===== config.mk =====
export PLATFORM = sky130hd
export DESIGN_NAME = scmg_gate
export DESIGN_NICKNAME = d
export VERILOG_FILES = /design/src/hw/scmg_pkg.sv /design/src/hw/scmg_fifo.sv /design/src/hw/scmg_gate.sv
export SDC_FILE = /design/constraint.sdc
export NUM_CORES = 1
export LEC_CHECK = 0
export ABC_CLOCK_PERIOD_IN_PS = 2850
export BUFFER_PORTS_ARGS = -buffer_cell sky130_fd_sc_hd__buf_2
export CAP_MARGIN = 20
export CORE_ASPECT_RATIO = 1.75
export CORE_MARGIN = 5
export CORE_UTILIZATION = 40
export CTS_CLUSTER_DIAMETER = 40
export DETAILED_ROUTE_END_ITERATION = 10
export PLACE_DENSITY = 0.57
export RECOVER_POWER = 50
export SETUP_SLACK_MARGIN = 0.1
export SYNTH_ARGS = -nofsm -noshare
export SYNTH_HDL_FRONTEND = slang
export SYNTH_SLANG_ARGS = --single-unit

===== constraint.sdc =====
create_clock -name mclk -period 2.85 [get_ports mclk]
set_clock_uncertainty 0.2 [all_clocks]
set_input_delay 0.285 -clock mclk [delete_from_list [all_inputs] [get_ports mclk]]
set_output_delay 0.285 -clock mclk [all_outputs]
set_load 0.02 [all_outputs]

===== src/hw/scmg_pkg.sv =====
// Contract
// RQ1 - Line low 200 ms enters command mode
// RQ2 - Three trigger characters, gaps under 80 ms
// RQ3 - Gaps over 120 ms mean plain data
// RQ4 - Host avoids gaps between 80 and 120 ms
// RQ5 - Only the configured trigger method counts
// RQ6 - Entry sends less-than, E, carriage return
// RQ7 - Entry closes every open TCP connection
// RQ8 - No new TCP connections in command mode
// RQ9 - No UDP data in command mode
// RQ10 - Restart command saves or discards changes
// RQ11 - Five idle minutes restart, discarding changes
// RQ12 - Changes stay volatile until explicitly saved
// RQ13 - Carriage return ends command, always answered
// RQ14 - Probe answers E, error answers 3
// RQ15 - Report data mode or command mode
// RQ16 - Host avoids very slow baud rates
// RQ17 - Line trigger by default, never both
// RQ18 - Recognised trigger characters are not forwarded
`default_nettype none
package scmg_pkg;

  // Trigger methods; the fourth code selects nothing.
  typedef enum logic [1:0] {TRIG_OFF, TRIG_LINE, TRIG_CHAR, TRIG_NONE} scmg_trig_e;

  localparam int BYTE_W = 8;
  localparam int TRIG_LEN = 3;
  localparam scmg_trig_e TRIG_RESET = TRIG_LINE;
  localparam logic [7:0] TRIG_CHAR_RESET = 8'h2B;

  // Reply and line characters.
  localparam logic [7:0] CH_LT = 8'h3C;
  localparam logic [7:0] CH_OK = 8'h45;
  localparam logic [7:0] CH_ERR = 8'h33;
  localparam logic [7:0] CH_CR = 8'h0D;
  localparam logic [7:0] CH_LF = 8'h0A;

  // Restart command: lead, write, two opcode letters, one argument.
  localparam logic [7:0] CMD_LEAD = 8'h3E;
  localparam logic [7:0] CMD_WRITE = 8'h57;
  localparam logic [7:0] RESTART_OPCODE0 = 8'h42;
  localparam logic [7:0] RESTART_OPCODE1 = 8'h52;
  localparam logic [7:0] ARG_DROP = 8'h31;
  localparam logic [7:0] ARG_SAVE = 8'h32;
  localparam logic [2:0] CMD_LEN = 3'h5;

  // Timing figures and the cycle counts derived from them at 200 MHz.
  localparam longint CLK_HZ = 200_000_000;
  localparam longint HOLD_MS = 200;
  localparam longint GAP_MS = 80;
  localparam longint IDLE_MIN = 5;
  localparam longint HOLD_CYC = (HOLD_MS * CLK_HZ + 999) / 1000;
  localparam longint GAP_CYC = (GAP_MS * CLK_HZ) / 1000;
  localparam longint IDLE_CYC = IDLE_MIN * 60 * CLK_HZ;
  localparam int HOLD_W = 26;
  localparam int GAP_W = 24;
  localparam int IDLE_W = 36;

  localparam int FIFO_DEPTH = 8;

endpackage
`default_nettype wire


===== src/hw/scmg_fifo.sv =====
`timescale 1ns/1ps
`default_nettype none
module scmg_fifo #(
  parameter int WIDTH = 8,
  parameter int DEPTH = 8
) (
  // Clock and reset.
  input  wire logic             mclk,
  input  wire logic             rst,
  // Fill side.
  input  wire logic             in_valid,
  output logic                  in_ready,
  input  wire logic [WIDTH-1:0] in_data,
  // Drain side.
  output logic                  out_valid,
  input  wire logic             out_ready,
  output logic      [WIDTH-1:0] out_data
);
  localparam int AW = $clog2(DEPTH);

  logic [WIDTH-1:0] mem_q [0:DEPTH-1];
  logic [AW:0]      wr_q;
  logic [AW:0]      rd_q;
  logic             push;
  logic             pop;

  // Full when the pointers differ only in the wrap bit.
  assign in_ready  = !((wr_q[AW] != rd_q[AW]) && (wr_q[AW-1:0] == rd_q[AW-1:0]));
  assign out_valid = (wr_q != rd_q);
  assign out_data  = mem_q[rd_q[AW-1:0]];
  assign push      = in_valid && in_ready;
  assign pop       = out_valid && out_ready;

  // Storage write.
  always_ff @(posedge mclk)
  begin
    if (push)
    begin
      mem_q[wr_q[AW-1:0]] <= in_data;
    end
  end

  // Pointer update.
  always_ff @(posedge mclk)
  begin
    if (rst)
    begin
      wr_q <= '0;
      rd_q <= '0;
    end
    else
    begin
      if (push)
      begin
        wr_q <= wr_q + 1'b1;
      end
      if (pop)
      begin
        rd_q <= rd_q + 1'b1;
      end
    end
  end

  // A pop never happens on an empty buffer.
  chk_fifo_no_underrun: assert property (@(posedge mclk) disable iff (rst)
    pop |-> (wr_q != rd_q)) else $error("fifo popped while empty");
endmodule
`default_nettype wire


===== src/hw/scmg_gate.sv =====
`timescale 1ns/1ps
`default_nettype none
module scmg_gate #(
  parameter logic [scmg_pkg::HOLD_W-1:0] HOLD_CYCLES = scmg_pkg::HOLD_W'(scmg_pkg::HOLD_CYC),
  parameter logic [scmg_pkg::GAP_W-1:0]  GAP_CYCLES  = scmg_pkg::GAP_W'(scmg_pkg::GAP_CYC),
  parameter logic [scmg_pkg::IDLE_W-1:0] IDLE_CYCLES = scmg_pkg::IDLE_W'(scmg_pkg::IDLE_CYC)
) (
  // Clock and reset.
  input  wire logic                        mclk,
  input  wire logic                        rst,
  // Configuration, taken on cfg_load.
  input  wire logic                        cfg_load,
  input  wire scmg_pkg::scmg_trig_e        cfg_mode,
  input  wire logic [scmg_pkg::BYTE_W-1:0] cfg_char0,
  input  wire logic [scmg_pkg::BYTE_W-1:0] cfg_char1,
  input  wire logic [scmg_pkg::BYTE_W-1:0] cfg_char2,
  // Trigger line, low to request command mode.
  input  wire logic                        trigger_input_line_n,
  // Bytes received from the serial port.
  input  wire logic                        rx_valid,
  output logic                             rx_ready,
  input  wire logic [scmg_pkg::BYTE_W-1:0] rx_data,
  // Bytes sent on the serial port.
  output logic                             tx_valid_q,
  input  wire logic                        tx_ready,
  output logic      [scmg_pkg::BYTE_W-1:0] tx_data_q,
  // Payload toward the network.
  output logic                             net_valid_q,
  input  wire logic                        net_ready,
  output logic      [scmg_pkg::BYTE_W-1:0] net_data_q,
  // Mode and network control.
  output logic                             cmd_mode_q,
  output logic                             tcp_close_q,
  output logic                             tcp_block_q,
  output logic                             udp_block_q,
  output logic                             restart_save_q,
  output logic                             restart_drop_q
);
  import scmg_pkg::*;

  typedef enum {RP_IDLE, RP_LT, RP_CODE, RP_CR} scmg_reply_e;

  scmg_trig_e        mode_q;
  logic [7:0]        tchar_q [0:TRIG_LEN-1];
  logic [HOLD_W-1:0] hold_cnt_q;
  logic [GAP_W-1:0]  gap_cnt_q;
  logic [IDLE_W-1:0] idle_cnt_q;
  logic [1:0]        pend_q;
  logic              flush_q;
  logic [1:0]        flush_idx_q;
  scmg_reply_e       rp_q;
  logic [7:0]        code_q;
  logic [2:0]        len_q;
  logic              ok_q;
  logic [7:0]        arg_q;
  logic              hw_fire;
  logic              sw_match;
  logic              sw_fire;
  logic              enter;
  logic              flush_start;
  logic              fifo_in_valid;
  logic              fifo_in_ready;
  logic [7:0]        fifo_in_data;
  logic              fifo_out_valid;
  logic              fifo_out_ready;
  logic [7:0]        fifo_out_data;
  logic              cmd_fire;
  logic              line_end;
  logic              line_probe;
  logic              line_restart;
  logic              line_valid;
  logic              idle_fire;
  logic [7:0]        expect_ch;

  // Configuration; reset selects the line method alone.
  always_ff @(posedge mclk)
  begin
    if (rst)
    begin
      mode_q <= TRIG_RESET; // [RQ17]
      for (int i = 0; i < TRIG_LEN; i++)
      begin
        tchar_q[i] <= TRIG_CHAR_RESET;
      end
    end
    else if (cfg_load)
    begin
      mode_q     <= cfg_mode;
      tchar_q[0] <= cfg_char0;
      tchar_q[1] <= cfg_char1;
      tchar_q[2] <= cfg_char2;
    end
  end

  // Line method: count consecutive low cycles, fire on the last one needed.
  assign hw_fire = (mode_q == TRIG_LINE) && !cmd_mode_q && !trigger_input_line_n
                   && (hold_cnt_q == HOLD_CYCLES - 1'b1); // [RQ1] [RQ5]

  always_ff @(posedge mclk)
  begin
    if (rst || trigger_input_line_n || cmd_mode_q || (mode_q != TRIG_LINE))
    begin
      hold_cnt_q <= '0;
    end
    else if (hold_cnt_q != HOLD_CYCLES - 1'b1)
    begin
      hold_cnt_q <= hold_cnt_q + 1'b1; // [RQ1]
    end
  end

  // Character method: held-back candidates are matched in order.
  assign sw_match    = (mode_q == TRIG_CHAR) && !cmd_mode_q && !flush_q
                       && (rx_data == tchar_q[pend_q]); // [RQ5]
  assign sw_fire     = rx_valid && sw_match && (pend_q == 2'h2); // [RQ2]
  assign enter       = hw_fire || sw_fire;
  // A mismatch or an expired gap releases the candidates as data.
  assign flush_start = !cmd_mode_q && !flush_q && (pend_q != 2'h0)
                       && ((rx_valid && !sw_match) || (gap_cnt_q == GAP_CYCLES)); // [RQ3]

  // Receive acceptance; a mismatching byte waits until the flush is done.
  always_comb
  begin
    if (cmd_mode_q)
    begin
      rx_ready = (rp_q == RP_IDLE) && !tx_valid_q;
    end
    else
    begin
      rx_ready = !flush_q && (sw_match || ((pend_q == 2'h0) && fifo_in_ready));
    end
  end

  // Payload into the buffer: flushed candidates first, else the plain byte.
  assign fifo_in_valid = flush_q || (!cmd_mode_q && rx_valid && !sw_match && (pend_q == 2'h0));
  assign fifo_in_data  = flush_q ? tchar_q[flush_idx_q] : rx_data;

  // Candidate count, gap timer and flush walk.
  always_ff @(posedge mclk)
  begin
    if (rst || cmd_mode_q)
    begin
      pend_q      <= 2'h0;
      gap_cnt_q   <= '0;
      flush_q     <= 1'b0;
      flush_idx_q <= 2'h0;
    end
    else if (flush_q)
    begin
      gap_cnt_q <= '0;
      if (fifo_in_ready)
      begin
        flush_idx_q <= flush_idx_q + 1'b1;
        if (flush_idx_q == pend_q - 1'b1)
        begin
          flush_q <= 1'b0;
          pend_q  <= 2'h0;
        end
      end
    end
    else if (flush_start)
    begin
      flush_q     <= 1'b1;
      flush_idx_q <= 2'h0;
    end
    else if (rx_valid && sw_match)
    begin
      // Matched candidates are held back, never forwarded on success.
      pend_q    <= sw_fire ? 2'h0 : pend_q + 1'b1; // [RQ18]
      gap_cnt_q <= '0;
    end
    else if (pend_q != 2'h0)
    begin
      gap_cnt_q <= gap_cnt_q + 1'b1; // [RQ3]
    end
  end

  scmg_fifo #(
    .WIDTH (BYTE_W),
    .DEPTH (FIFO_DEPTH)
  ) u_fifo (
    .mclk      (mclk),
    .rst       (rst),
    .in_valid  (fifo_in_valid),
    .in_ready  (fifo_in_ready),
    .in_data   (fifo_in_data),
    .out_valid (fifo_out_valid),
    .out_ready (fifo_out_ready),
    .out_data  (fifo_out_data)
  );

  // Network output stage; nothing new leaves while in command mode.
  assign fifo_out_ready = !cmd_mode_q && (!net_valid_q || net_ready); // [RQ9]

  always_ff @(posedge mclk)
  begin
    if (rst)
    begin
      net_valid_q <= 1'b0;
      net_data_q  <= '0;
    end
    else if (fifo_out_ready)
    begin
      net_valid_q <= fifo_out_valid;
      net_data_q  <= fifo_out_data;
    end
    else if (net_ready)
    begin
      net_valid_q <= 1'b0;
    end
  end

  // Mode state and network suspension.
  always_ff @(posedge mclk)
  begin
    if (rst)
    begin
      cmd_mode_q  <= 1'b0;
      tcp_close_q <= 1'b0;
      tcp_block_q <= 1'b0;
      udp_block_q <= 1'b0;
    end
    else
    begin
      cmd_mode_q  <= cmd_mode_q || enter; // [RQ15]
      tcp_close_q <= enter; // [RQ7]
      tcp_block_q <= cmd_mode_q || enter; // [RQ8]
      udp_block_q <= cmd_mode_q || enter; // [RQ9]
    end
  end

  // Command line parsing; an LF right after a terminator is skipped.
  assign cmd_fire     = cmd_mode_q && rx_valid && rx_ready;
  assign line_end     = cmd_fire && (rx_data == CH_CR); // [RQ13]
  assign line_probe   = (len_q == 3'h0); // [RQ14]
  assign line_restart = (len_q == CMD_LEN) && ok_q && ((arg_q == ARG_DROP) || (arg_q == ARG_SAVE));
  assign line_valid   = line_probe || line_restart;

  always_comb
  begin
    case (len_q)
      3'h0: expect_ch = CMD_LEAD;
      3'h1: expect_ch = CMD_WRITE;
      3'h2: expect_ch = RESTART_OPCODE0;
      3'h3: expect_ch = RESTART_OPCODE1;
      default: expect_ch = rx_data;
    endcase
  end

  always_ff @(posedge mclk)
  begin
    if (rst || enter || line_end)
    begin
      len_q <= 3'h0;
      ok_q  <= 1'b1;
      arg_q <= 8'h00;
    end
    else if (cmd_fire && !((rx_data == CH_LF) && (len_q == 3'h0)))
    begin
      if (len_q != 3'h6)
      begin
        len_q <= len_q + 1'b1;
      end
      if (len_q == 3'h4)
      begin
        arg_q <= rx_data;
      end
      if (rx_data != expect_ch)
      begin
        ok_q <= 1'b0;
      end
    end
  end

  // Restart requests; only the save variant commits session changes.
  always_ff @(posedge mclk)
  begin
    if (rst)
    begin
      restart_save_q <= 1'b0;
      restart_drop_q <= 1'b0;
    end
    else
    begin
      restart_save_q <= line_end && line_restart && (arg_q == ARG_SAVE); // [RQ10] [RQ12]
      restart_drop_q <= (line_end && line_restart && (arg_q == ARG_DROP)) || idle_fire; // [RQ10] [RQ11]
    end
  end

  // Inactivity timer, restarted by every valid command; one in the last cycle wins.
  assign idle_fire = cmd_mode_q && !(line_end && line_valid)
                     && (idle_cnt_q == IDLE_CYCLES - 1'b1); // [RQ11]

  always_ff @(posedge mclk)
  begin
    if (rst || !cmd_mode_q || (line_end && line_valid) || idle_fire)
    begin
      idle_cnt_q <= '0;
    end
    else
    begin
      idle_cnt_q <= idle_cnt_q + 1'b1; // [RQ11]
    end
  end

  // Reply sender: less-than, code, carriage return.
  always_ff @(posedge mclk)
  begin
    if (rst)
    begin
      rp_q       <= RP_IDLE;
      code_q     <= CH_OK;
      tx_valid_q <= 1'b0;
      tx_data_q  <= '0;
    end
    else
    begin
      case (rp_q)
        RP_IDLE:
        begin
          if (enter || line_end)
          begin
            rp_q       <= RP_LT;
            code_q     <= (enter || line_valid) ? CH_OK : CH_ERR; // [RQ6] [RQ14]
            tx_valid_q <= 1'b1;
            tx_data_q  <= CH_LT; // [RQ6] [RQ13]
          end
        end
        RP_LT:
        begin
          if (tx_ready)
          begin
            rp_q      <= RP_CODE;
            tx_data_q <= code_q;
          end
        end
        RP_CODE:
        begin
          if (tx_ready)
          begin
            rp_q      <= RP_CR;
            tx_data_q <= CH_CR;
          end
        end
        RP_CR:
        begin
          if (tx_ready)
          begin
            rp_q       <= RP_IDLE;
            tx_valid_q <= 1'b0;
          end
        end
        default:
        begin
          rp_q       <= RP_IDLE;
          tx_valid_q <= 1'b0;
        end
      endcase
    end
  end

  chk_line_hold_time: assert property (@(posedge mclk) disable iff (rst) // [RQ1]
    ($rose(cmd_mode_q) && $past(mode_q) == TRIG_LINE) |-> $past(!trigger_input_line_n)
      && ($past(hold_cnt_q) == HOLD_CYCLES - 1'b1)) else $error("line entry too early");
  chk_char_trigger_run: assert property (@(posedge mclk) disable iff (rst) // [RQ2]
    ($rose(cmd_mode_q) && $past(mode_q) == TRIG_CHAR) |-> $past(pend_q) == 2'h2)
    else $error("character entry without three matches");
  chk_gap_bound: assert property (@(posedge mclk) disable iff (rst) // [RQ3]
    (gap_cnt_q == GAP_CYCLES) && !cmd_mode_q && !flush_q |=> flush_q || cmd_mode_q)
    else $error("expired gap did not release candidates");
  chk_method_only: assert property (@(posedge mclk) disable iff (rst) // [RQ5]
    $rose(cmd_mode_q) |-> ($past(mode_q) == TRIG_LINE) || ($past(mode_q) == TRIG_CHAR))
    else $error("entry with no trigger method selected");
  chk_entry_reply: assert property (@(posedge mclk) disable iff (rst) // [RQ6]
    $rose(cmd_mode_q) |-> tx_valid_q && (tx_data_q == CH_LT) && (code_q == CH_OK))
    else $error("entry reply not started");
  chk_tcp_close: assert property (@(posedge mclk) disable iff (rst) // [RQ7]
    $rose(cmd_mode_q) |-> tcp_close_q ##1 !tcp_close_q) else $error("tcp close not one pulse");
  chk_tcp_block: assert property (@(posedge mclk) disable iff (rst) // [RQ8]
    tcp_block_q == cmd_mode_q) else $error("tcp block differs from mode");
  chk_udp_silent: assert property (@(posedge mclk) disable iff (rst) // [RQ9]
    (cmd_mode_q && !net_valid_q) |=> !net_valid_q && udp_block_q)
    else $error("payload left in command mode");
  chk_restart_variant: assert property (@(posedge mclk) disable iff (rst) // [RQ10]
    !(restart_save_q && restart_drop_q)) else $error("both restart variants at once");
  chk_idle_restart: assert property (@(posedge mclk) disable iff (rst) // [RQ11]
    idle_fire |=> restart_drop_q && !restart_save_q) else $error("idle restart missing");
  chk_cr_reply: assert property (@(posedge mclk) disable iff (rst) // [RQ13]
    line_end |=> tx_valid_q && (tx_data_q == CH_LT) ##[1:300] (tx_data_q == CH_CR))
    else $error("terminator not answered");
endmodule
`default_nettype wire


==> flow_summary.ini, run 1 <==
[worst_setup_path]
worstPathArrival_ns = 2.34
max_stage_delay_ns = 0.39
r2r_slack_ns = 0.05
path_max_fanout = 5
crit_type = flop to primary output
cpMaxStageDelayCell = dfxtp_4
start_kind = flop
r2r-end = tx_data_q[2]
critical_path.top_delay_family = buffers and inverters
crit_buf_inv = 4
end_kind = primary output
critPathMostFrequentCell = buf_6
ff2ff_path_depth = 13
worst_ep_required_time_ns = 2.37
crit_chain = buf_6 > mux2i_1 > o21ai_1 > xor2_1 > buf_4 > nor4_4 > buf_6 > a22oi_2 > o22ai_4 > buf_6

[synth]
synth.net_count = 1100
synthesis.area_sq_um = 10600
synth_fa_ha_area_frac = 0.0223
yosys.area_share.xor_xnor = 0.0733
async_flop_share = 0
synth-simple-area-share = 0.207
synth_top_cell_area_share = 0.265
synth_area_leaders = dfxtp_1 27%, edfxtp_1 25%, nor2_1 5.1%
ys_seq_area_frac = 0.514
synthCells = 1040
avgSynthCellArea_sq_um = 10.2
yosysWarnings = 0
yosys.cell_types.count = 72
muxShareOfSynthArea = 0.0763
synthTopCellsByCount = 145 x nor2_1, 141 x dfxtp_1, 91 x nand2_1
ys_ff_latch = 229
synth_edf_count = 88
synth_top_family_by_area = simple AND/OR/NAND/NOR gates
synth.most_common_cell = nor2_1
synth-compound-area-share = 0.0750
yosysTopAreaCell = dfxtp_1
synthFlopType = dfxtp_1

[place]
gp_congestion = 0.820
place_inst = 1443
port_buffers = 64
dp_hpwl_um = 18500

[floorplan]
die_w_um = 133
dieArea_sq_um = 30100
rows = 79
die_height_um = 226
io_pins = 66
core_area_sq_um = 26400
start_util = 0.403

[clocking]
htreeDepth = 1
cts_tree = done
cts_buffer_depth = 3
clock_sinks = 229
clock-root-buffer = clkbuf_16
numCtsBuffers = 26
clk_pin_slew_ns = 0.07
worstSkewPairLatency_ns = 0.53

[sta]
clock.fmax_ghz = 0.354
final.setup.tns_ns = 0
hold_viol_final = 0
period_needed_ns = 2.82
maxSlewHeadroom = -0.0599
fin_hold_ws_ns = 0.0397
rsz0062_at_grt = true
tightestPinTransition_ns = 1.59
final_max_slew_viol_count = 25
report.final.setup_viol = 0
timing.final.crit_share = 0.990

[layout]
fillCellCount = 2412
area_delta_synth_final_pct = 23.5
final_core_util = 0.498
final_cells = 1535
nets = 1252
antenna_cells = 0
drive_gt1_frac = 0.179

[global_routing]
grt_max_degree = 37
grt_pass1_wl_um = 40600
grt_use_total = 0.166
gr-total-overflow = 0
antenna_found_initial = 0
grt_pass1_vias = 8159

[outcome]
status = complete, but fails checks
violations = max-capacitance violations, max-slew violations

[worst_hold_path]
min_to = arg_q[4]
worstHoldStart = rx_data[4]
whs_path_depth = 4
min_path_type = input port to flop

[drt]
via_per_inst = 5.20
drt_wl_total_um = 25000
ant_nets = 0
vias = 7980
drc = 0
detail_route.wl_per_cell_um = 16.3
drt-initial-drc-count = 237
firstDrtPassIters = 4

[pwr]
p_leak_uw = 0.00451
ir_drop_v = 0.000481
p_per_area_nw_per_um2 = 619
power_uw = 8130

[run]
max-cap-violations = 1
cell families (layout without fill, tap and decap cells):
group                      Yosys count  after routing
other                                1              1
adders and majority gates           19             19
muxes                               60             60
xor gates and xnor gates            89             89
and+or+nand+nor                    437            437
AOI/OAI and AO/OA                  123            123
buffers and inverters               82            253
DFF                                229            229
cells in the final DEF (no fill, tap or decap), drive strengths merged, types with 6 or more instances in the layout:
cell | netlist | final
or2 | 6 | 6
nand2 | 91 | 91
nor3 | 14 | 14
ha | 19 | 19
a211oi | 20 | 20
and2 | 20 | 20
mux2 | 6 | 6
nand4 | 23 | 23
mux4 | 16 | 16
and3 | 20 | 20
o21ai | 35 | 35
a21oi | 32 | 32
xor2 | 40 | 40
nor4b | 8 | 8
nand3 | 37 | 37
edfxtp | 88 | 88
nor2 | 145 | 145
buf | 18 | 107
nor2b | 10 | 10
inv | 29 | 34
nand2b | 17 | 17
or3 | 16 | 16
dfxtp | 141 | 141
xnor2 | 49 | 49
clkbuf | 35 | 63
dlygate4sd3 | 0 | 38
nor4 | 10 | 10
mux2i | 38 | 38
tightest hold or removal path, cell delays in order:
cell,delay (ns)
buf_2,0.16
buf_4,0.16
mux2i_1,0.06
nor2_1,0.07
worst max path at each step:
| stage | startpoint | to | slack (ns) | cells past startpoint |
|---|---|---|---|---|
| finish | flop | rx_ready | 0.03 | 10 |
| global route | flop | tx_data_q[2] | -0.08 | 13 |
| CTS | flop | rx_ready | -0.03 | 10 |
| detailed placement | flop | u_fifo.mem_q[0][4] | -0.02 | 10 |
| global placement | flop | tx_data_q[6] | 0.01 | 9 |
| floorplan | u_fifo.rd_q[0] | u_fifo.mem_q[4][0] | 0.08 | 7 |
power by group:
| group | switching [uW] | internal [uW] | total, uW |
|---|---|---|---|
| logic | 639 | 537 | 1180 |
| registers | 91.7 | 3570 | 3660 |
| clock network | 1360 | 1930 | 3290 |
cell type report:
cell class / count / area [sq um] / share of cell area
clock inverter: 16 / 159 / 0.0121
inverter: 29 / 109 / 0.00829
timing repair buffer: 177 / 1300 / 0.0989
sequential: 229 / 5470 / 0.417
multi-input combinational: 729 / 5000 / 0.381
clock buffer: 31 / 691 / 0.0526
tap: 324 / 405 / 0.0309
registers in the layout, summed over array words and instances, names as in the netlist, 2 cells and up, named ones only:
register / cells
gap_cnt_q: 24
rp_q: 2
hold_cnt_q: 26
mode_q: 2
flush_idx_q: 2
tchar_q: 24
u_fifo.mem_q: 64
arg_q: 8
idle_cnt_q: 36
code_q: 2
pend_q: 2
net_data_q: 8
u_fifo.wr_q: 4
len_q: 3
tx_data_q: 6
u_fifo.rd_q: 4
metrics by stage:
step           cell area (sq um)  setup slack [ns]
6_report                   13100            0.0279
5_1_grt                    13100           -0.0772
4_1_cts                    13100           -0.0334
3_5_place_dp               11700           -0.0228
3_3_place_gp               11700            0.0110
2_1_floorplan              10700            0.0774
routing by layer:
metal / vias up / share of wire / GRT usage
li1: 3962 / - / -
met1: 3826 / 0.38 / 0.173
met2: 141 / 0.55 / 0.329
met3: 51 / 0.030 / 0.0205
met4: 0 / 0.032 / 0.0674
met5: - / 0 / 0
repair_timing:
action / in CTS / in global routing
hold buffers: 38 / 0
pin swaps: 8 / 14
buffers inserted: 5 / 1
resized for setup: 21 / 24
cloned: 0 / 1
setup endpoints to repair: 69 / 120
endpoints found under the hold margin: 39 / 0
Note: power is estimated with default switching activity, not from simulation.
==> run 2: changes to the inputs <==
--- a/config.mk
+++ b/config.mk
@@ -9,7 +9,6 @@
 export BUFFER_PORTS_ARGS = -buffer_cell sky130_fd_sc_hd__buf_2
 export CAP_MARGIN = 20
 export CORE_ASPECT_RATIO = 1.75
-export CORE_MARGIN = 5
 export CORE_UTILIZATION = 40
 export CTS_CLUSTER_DIAMETER = 40
 export DETAILED_ROUTE_END_ITERATION = 10
==> run 2 against run 1 <==
  * The run ends with design-rule violations, negative setup slack left
  * Critical path depth did not move
  * Core utilization is 1.8 points higher
  * Clock-buffer cell count up 8
  * Register-to-register slack got worse by 0.02 ns
  * First-iteration DRC count rose by 24%
  * Cell count grew 0.59%
  * Worst hold slack worse by 0.019 ns
  * Design area rose by 2.4%
  * Die area is 9.3% lower
  * Setup slack got worse by 0.13 ns
  * Flip-flop and latch count did not move
  * Critical path type unchanged
  * Critical endpoint unchanged
  * Highest routed layer unchanged
==> flow_summary.ini, run 2 (synthesis results as in run 1) <==
[global_routing]
met2_usage = 0.329
gr-total-overflow = 0
grt_pass1_vias = 7819
grt-busiest-layer = met2
grt_use_met3 = 0.0209
grt_use_total = 0.176
antenna_found_initial = 0
grt_max_degree = 37
met1_usage = 0.197
grt_pass1_wl_um = 38700

[sta]
timing.final.crit_share = 1.04
report.final.setup_viol = 1
maxSlewHeadroom = 0.0699
hold_viol_final = 0
layout_setup_ws_ns = -0.101
final_max_slew_viol_count = 0
tightestPinTransition_ns = 1.40
final.setup.tns_ns = -0.101
rsz0062_at_grt = true
clock.fmax_ghz = 0.339
period_needed_ns = 2.95

[place]
port_buffers = 64
pre_cts_ws_ns = -0.0570
place_area_sq_um = 11700
dp_hpwl_um = 16800
gp_congestion = 0.874

[floorplan]
die_height_um = 218
dieArea_sq_um = 27300
start_util = 0.408
die_w_um = 125
rows = 78
io_pins = 66
core_area_sq_um = 26100

[clocking]
htreeDepth = 1
clock-root-buffer = clkbuf_16
cts_tree = done
worstSkewPairLatency_ns = 0.54
clock_sinks = 229
numCtsBuffers = 28
clk_pin_slew_ns = 0.06
cts_buffer_depth = 3

[layout]
final_core_util = 0.516
largest_register_ffs = 64
drive_gt1_frac = 0.196
mostFrequentLayoutCell = nor2_1
final_cell_mix = 143 x nor2_1, 138 x dfxtp_1, 90 x nand2_1
antenna_cells = 0
area_delta_synth_final_pct = 26.4
fillCellCount = 2341
nets = 1262
final_cell_area_sq_um = 13400

[pwr]
p_int_uw = 6260
p_clk_frac = 0.421
power_uw = 8390
ir_drop_v = 0.000431
switching_share = 0.254
p_per_area_nw_per_um2 = 624
pwr-share-seq = 0.436
combPwrFrac = 0.143
switching_power_uw = 2130
p_leak_uw = 0.00461

[worst_setup_path]
start_kind = flop
end_kind = primary output
crit_path_end = rx_ready
cpMaxStageDelayCell = nor4_4
worst_ep_required_time_ns = 2.37
r2r_slack_ns = 0.03
worstPathArrival_ns = 2.47
max_stage_delay_ns = 0.35
r2r-end = u_fifo.mem_q[3][4]
path_max_fanout = 7
crit_type = flop to primary output
critPathMostFrequentCell = buf_4
crit_chain = buf_12 > mux2i_2 > a211oi_1 > nand3b_1 > nor4_4 > buf_4 > a22oi_2 > o22ai_1 > buf_4 > buf_6
ff2ff_path_depth = 11

[drt]
drc = 16
firstDrtPassIters = 8
via_per_inst = 5.13
detail_route.wl_per_cell_um = 15.6
drt-initial-drc-count = 295
vias = 7921
drt_wl_total_um = 24100
ant_nets = 0

[worst_hold_path]
worstHoldStart = rx_data[1]
min_path_type = input port to flop

[outcome]
violations = design-rule violations, negative setup slack
status = complete, but fails checks

[run]
max-cap-violations = 0
[run 2: repair_timing]
item / in CTS / in global routing
hold buffers: 38 / 0
setup endpoints to repair: 74 / 125
hold endpoints to repair: 37 / 0
cloned: 0 / 2
buffers inserted: 6 / 8
gates resized for setup: 34 / 35
pin swaps: 16 / 10
[run 2: how the worst min path moves through the flow]
stage	endpoint	slack, ns	cells past startpoint
4_1_cts	arg_q[1]	0.002	4
3_3_place_gp	idle_cnt_q[0]	0.23	1
2_1_floorplan	idle_cnt_q[0]	0.21	1
6_report	arg_q[1]	0.02	4
3_5_place_dp	idle_cnt_q[0]	0.24	1
5_1_grt	arg_q[1]	0.009	4
[run 2: critical path: cells and delay by family, from the launching register on]
kind | cells | cell delay, ns
AOI/OAI and AO/OA | 3 | 0.24
and+or+nand+nor | 2 | 0.58
buffers and inverters | 4 | 0.55
DFF | 1 | 0.34
muxes | 1 | 0.22
[run 2: power groups by stage]
stage	Combinational, uW	Sequential [uW]	Clock, uW
2_1_floorplan	723	3780	0
3_3_place_gp	1110	3730	0
3_5_place_dp	1130	3730	0
4_1_cts	1220	3660	3610
5_1_grt	1320	3680	3720
6_report	1200	3660	3530
[run 2: layer usage]
layer | wire length (um) | share of wire
met1 | 9850 | 0.41
met2 | 12500 | 0.52
met3 | 799 | 0.033
met4 | 929 | 0.039
met5 | 0 | 0
[run 2: layout make-up]
class	instances	area (sq um)	share of cell area
flip-flops and latches	229	5470	0.407
multi-input cells	729	5120	0.381
repair buffers	185	1420	0.105
clock buffers	39	785	0.0583
well taps	320	400	0.0298
clock inverters	13	151	0.0113
inverters	29	109	0.00810
[run 2: per-stage QoR]
step	cells	hold WS (ns)
finish	1544	0.0203
global route	1544	0.00911
CTS	1535	0.00224
detailed placement	1439	0.240
global placement	1439	0.227
floorplan	1040	0.213
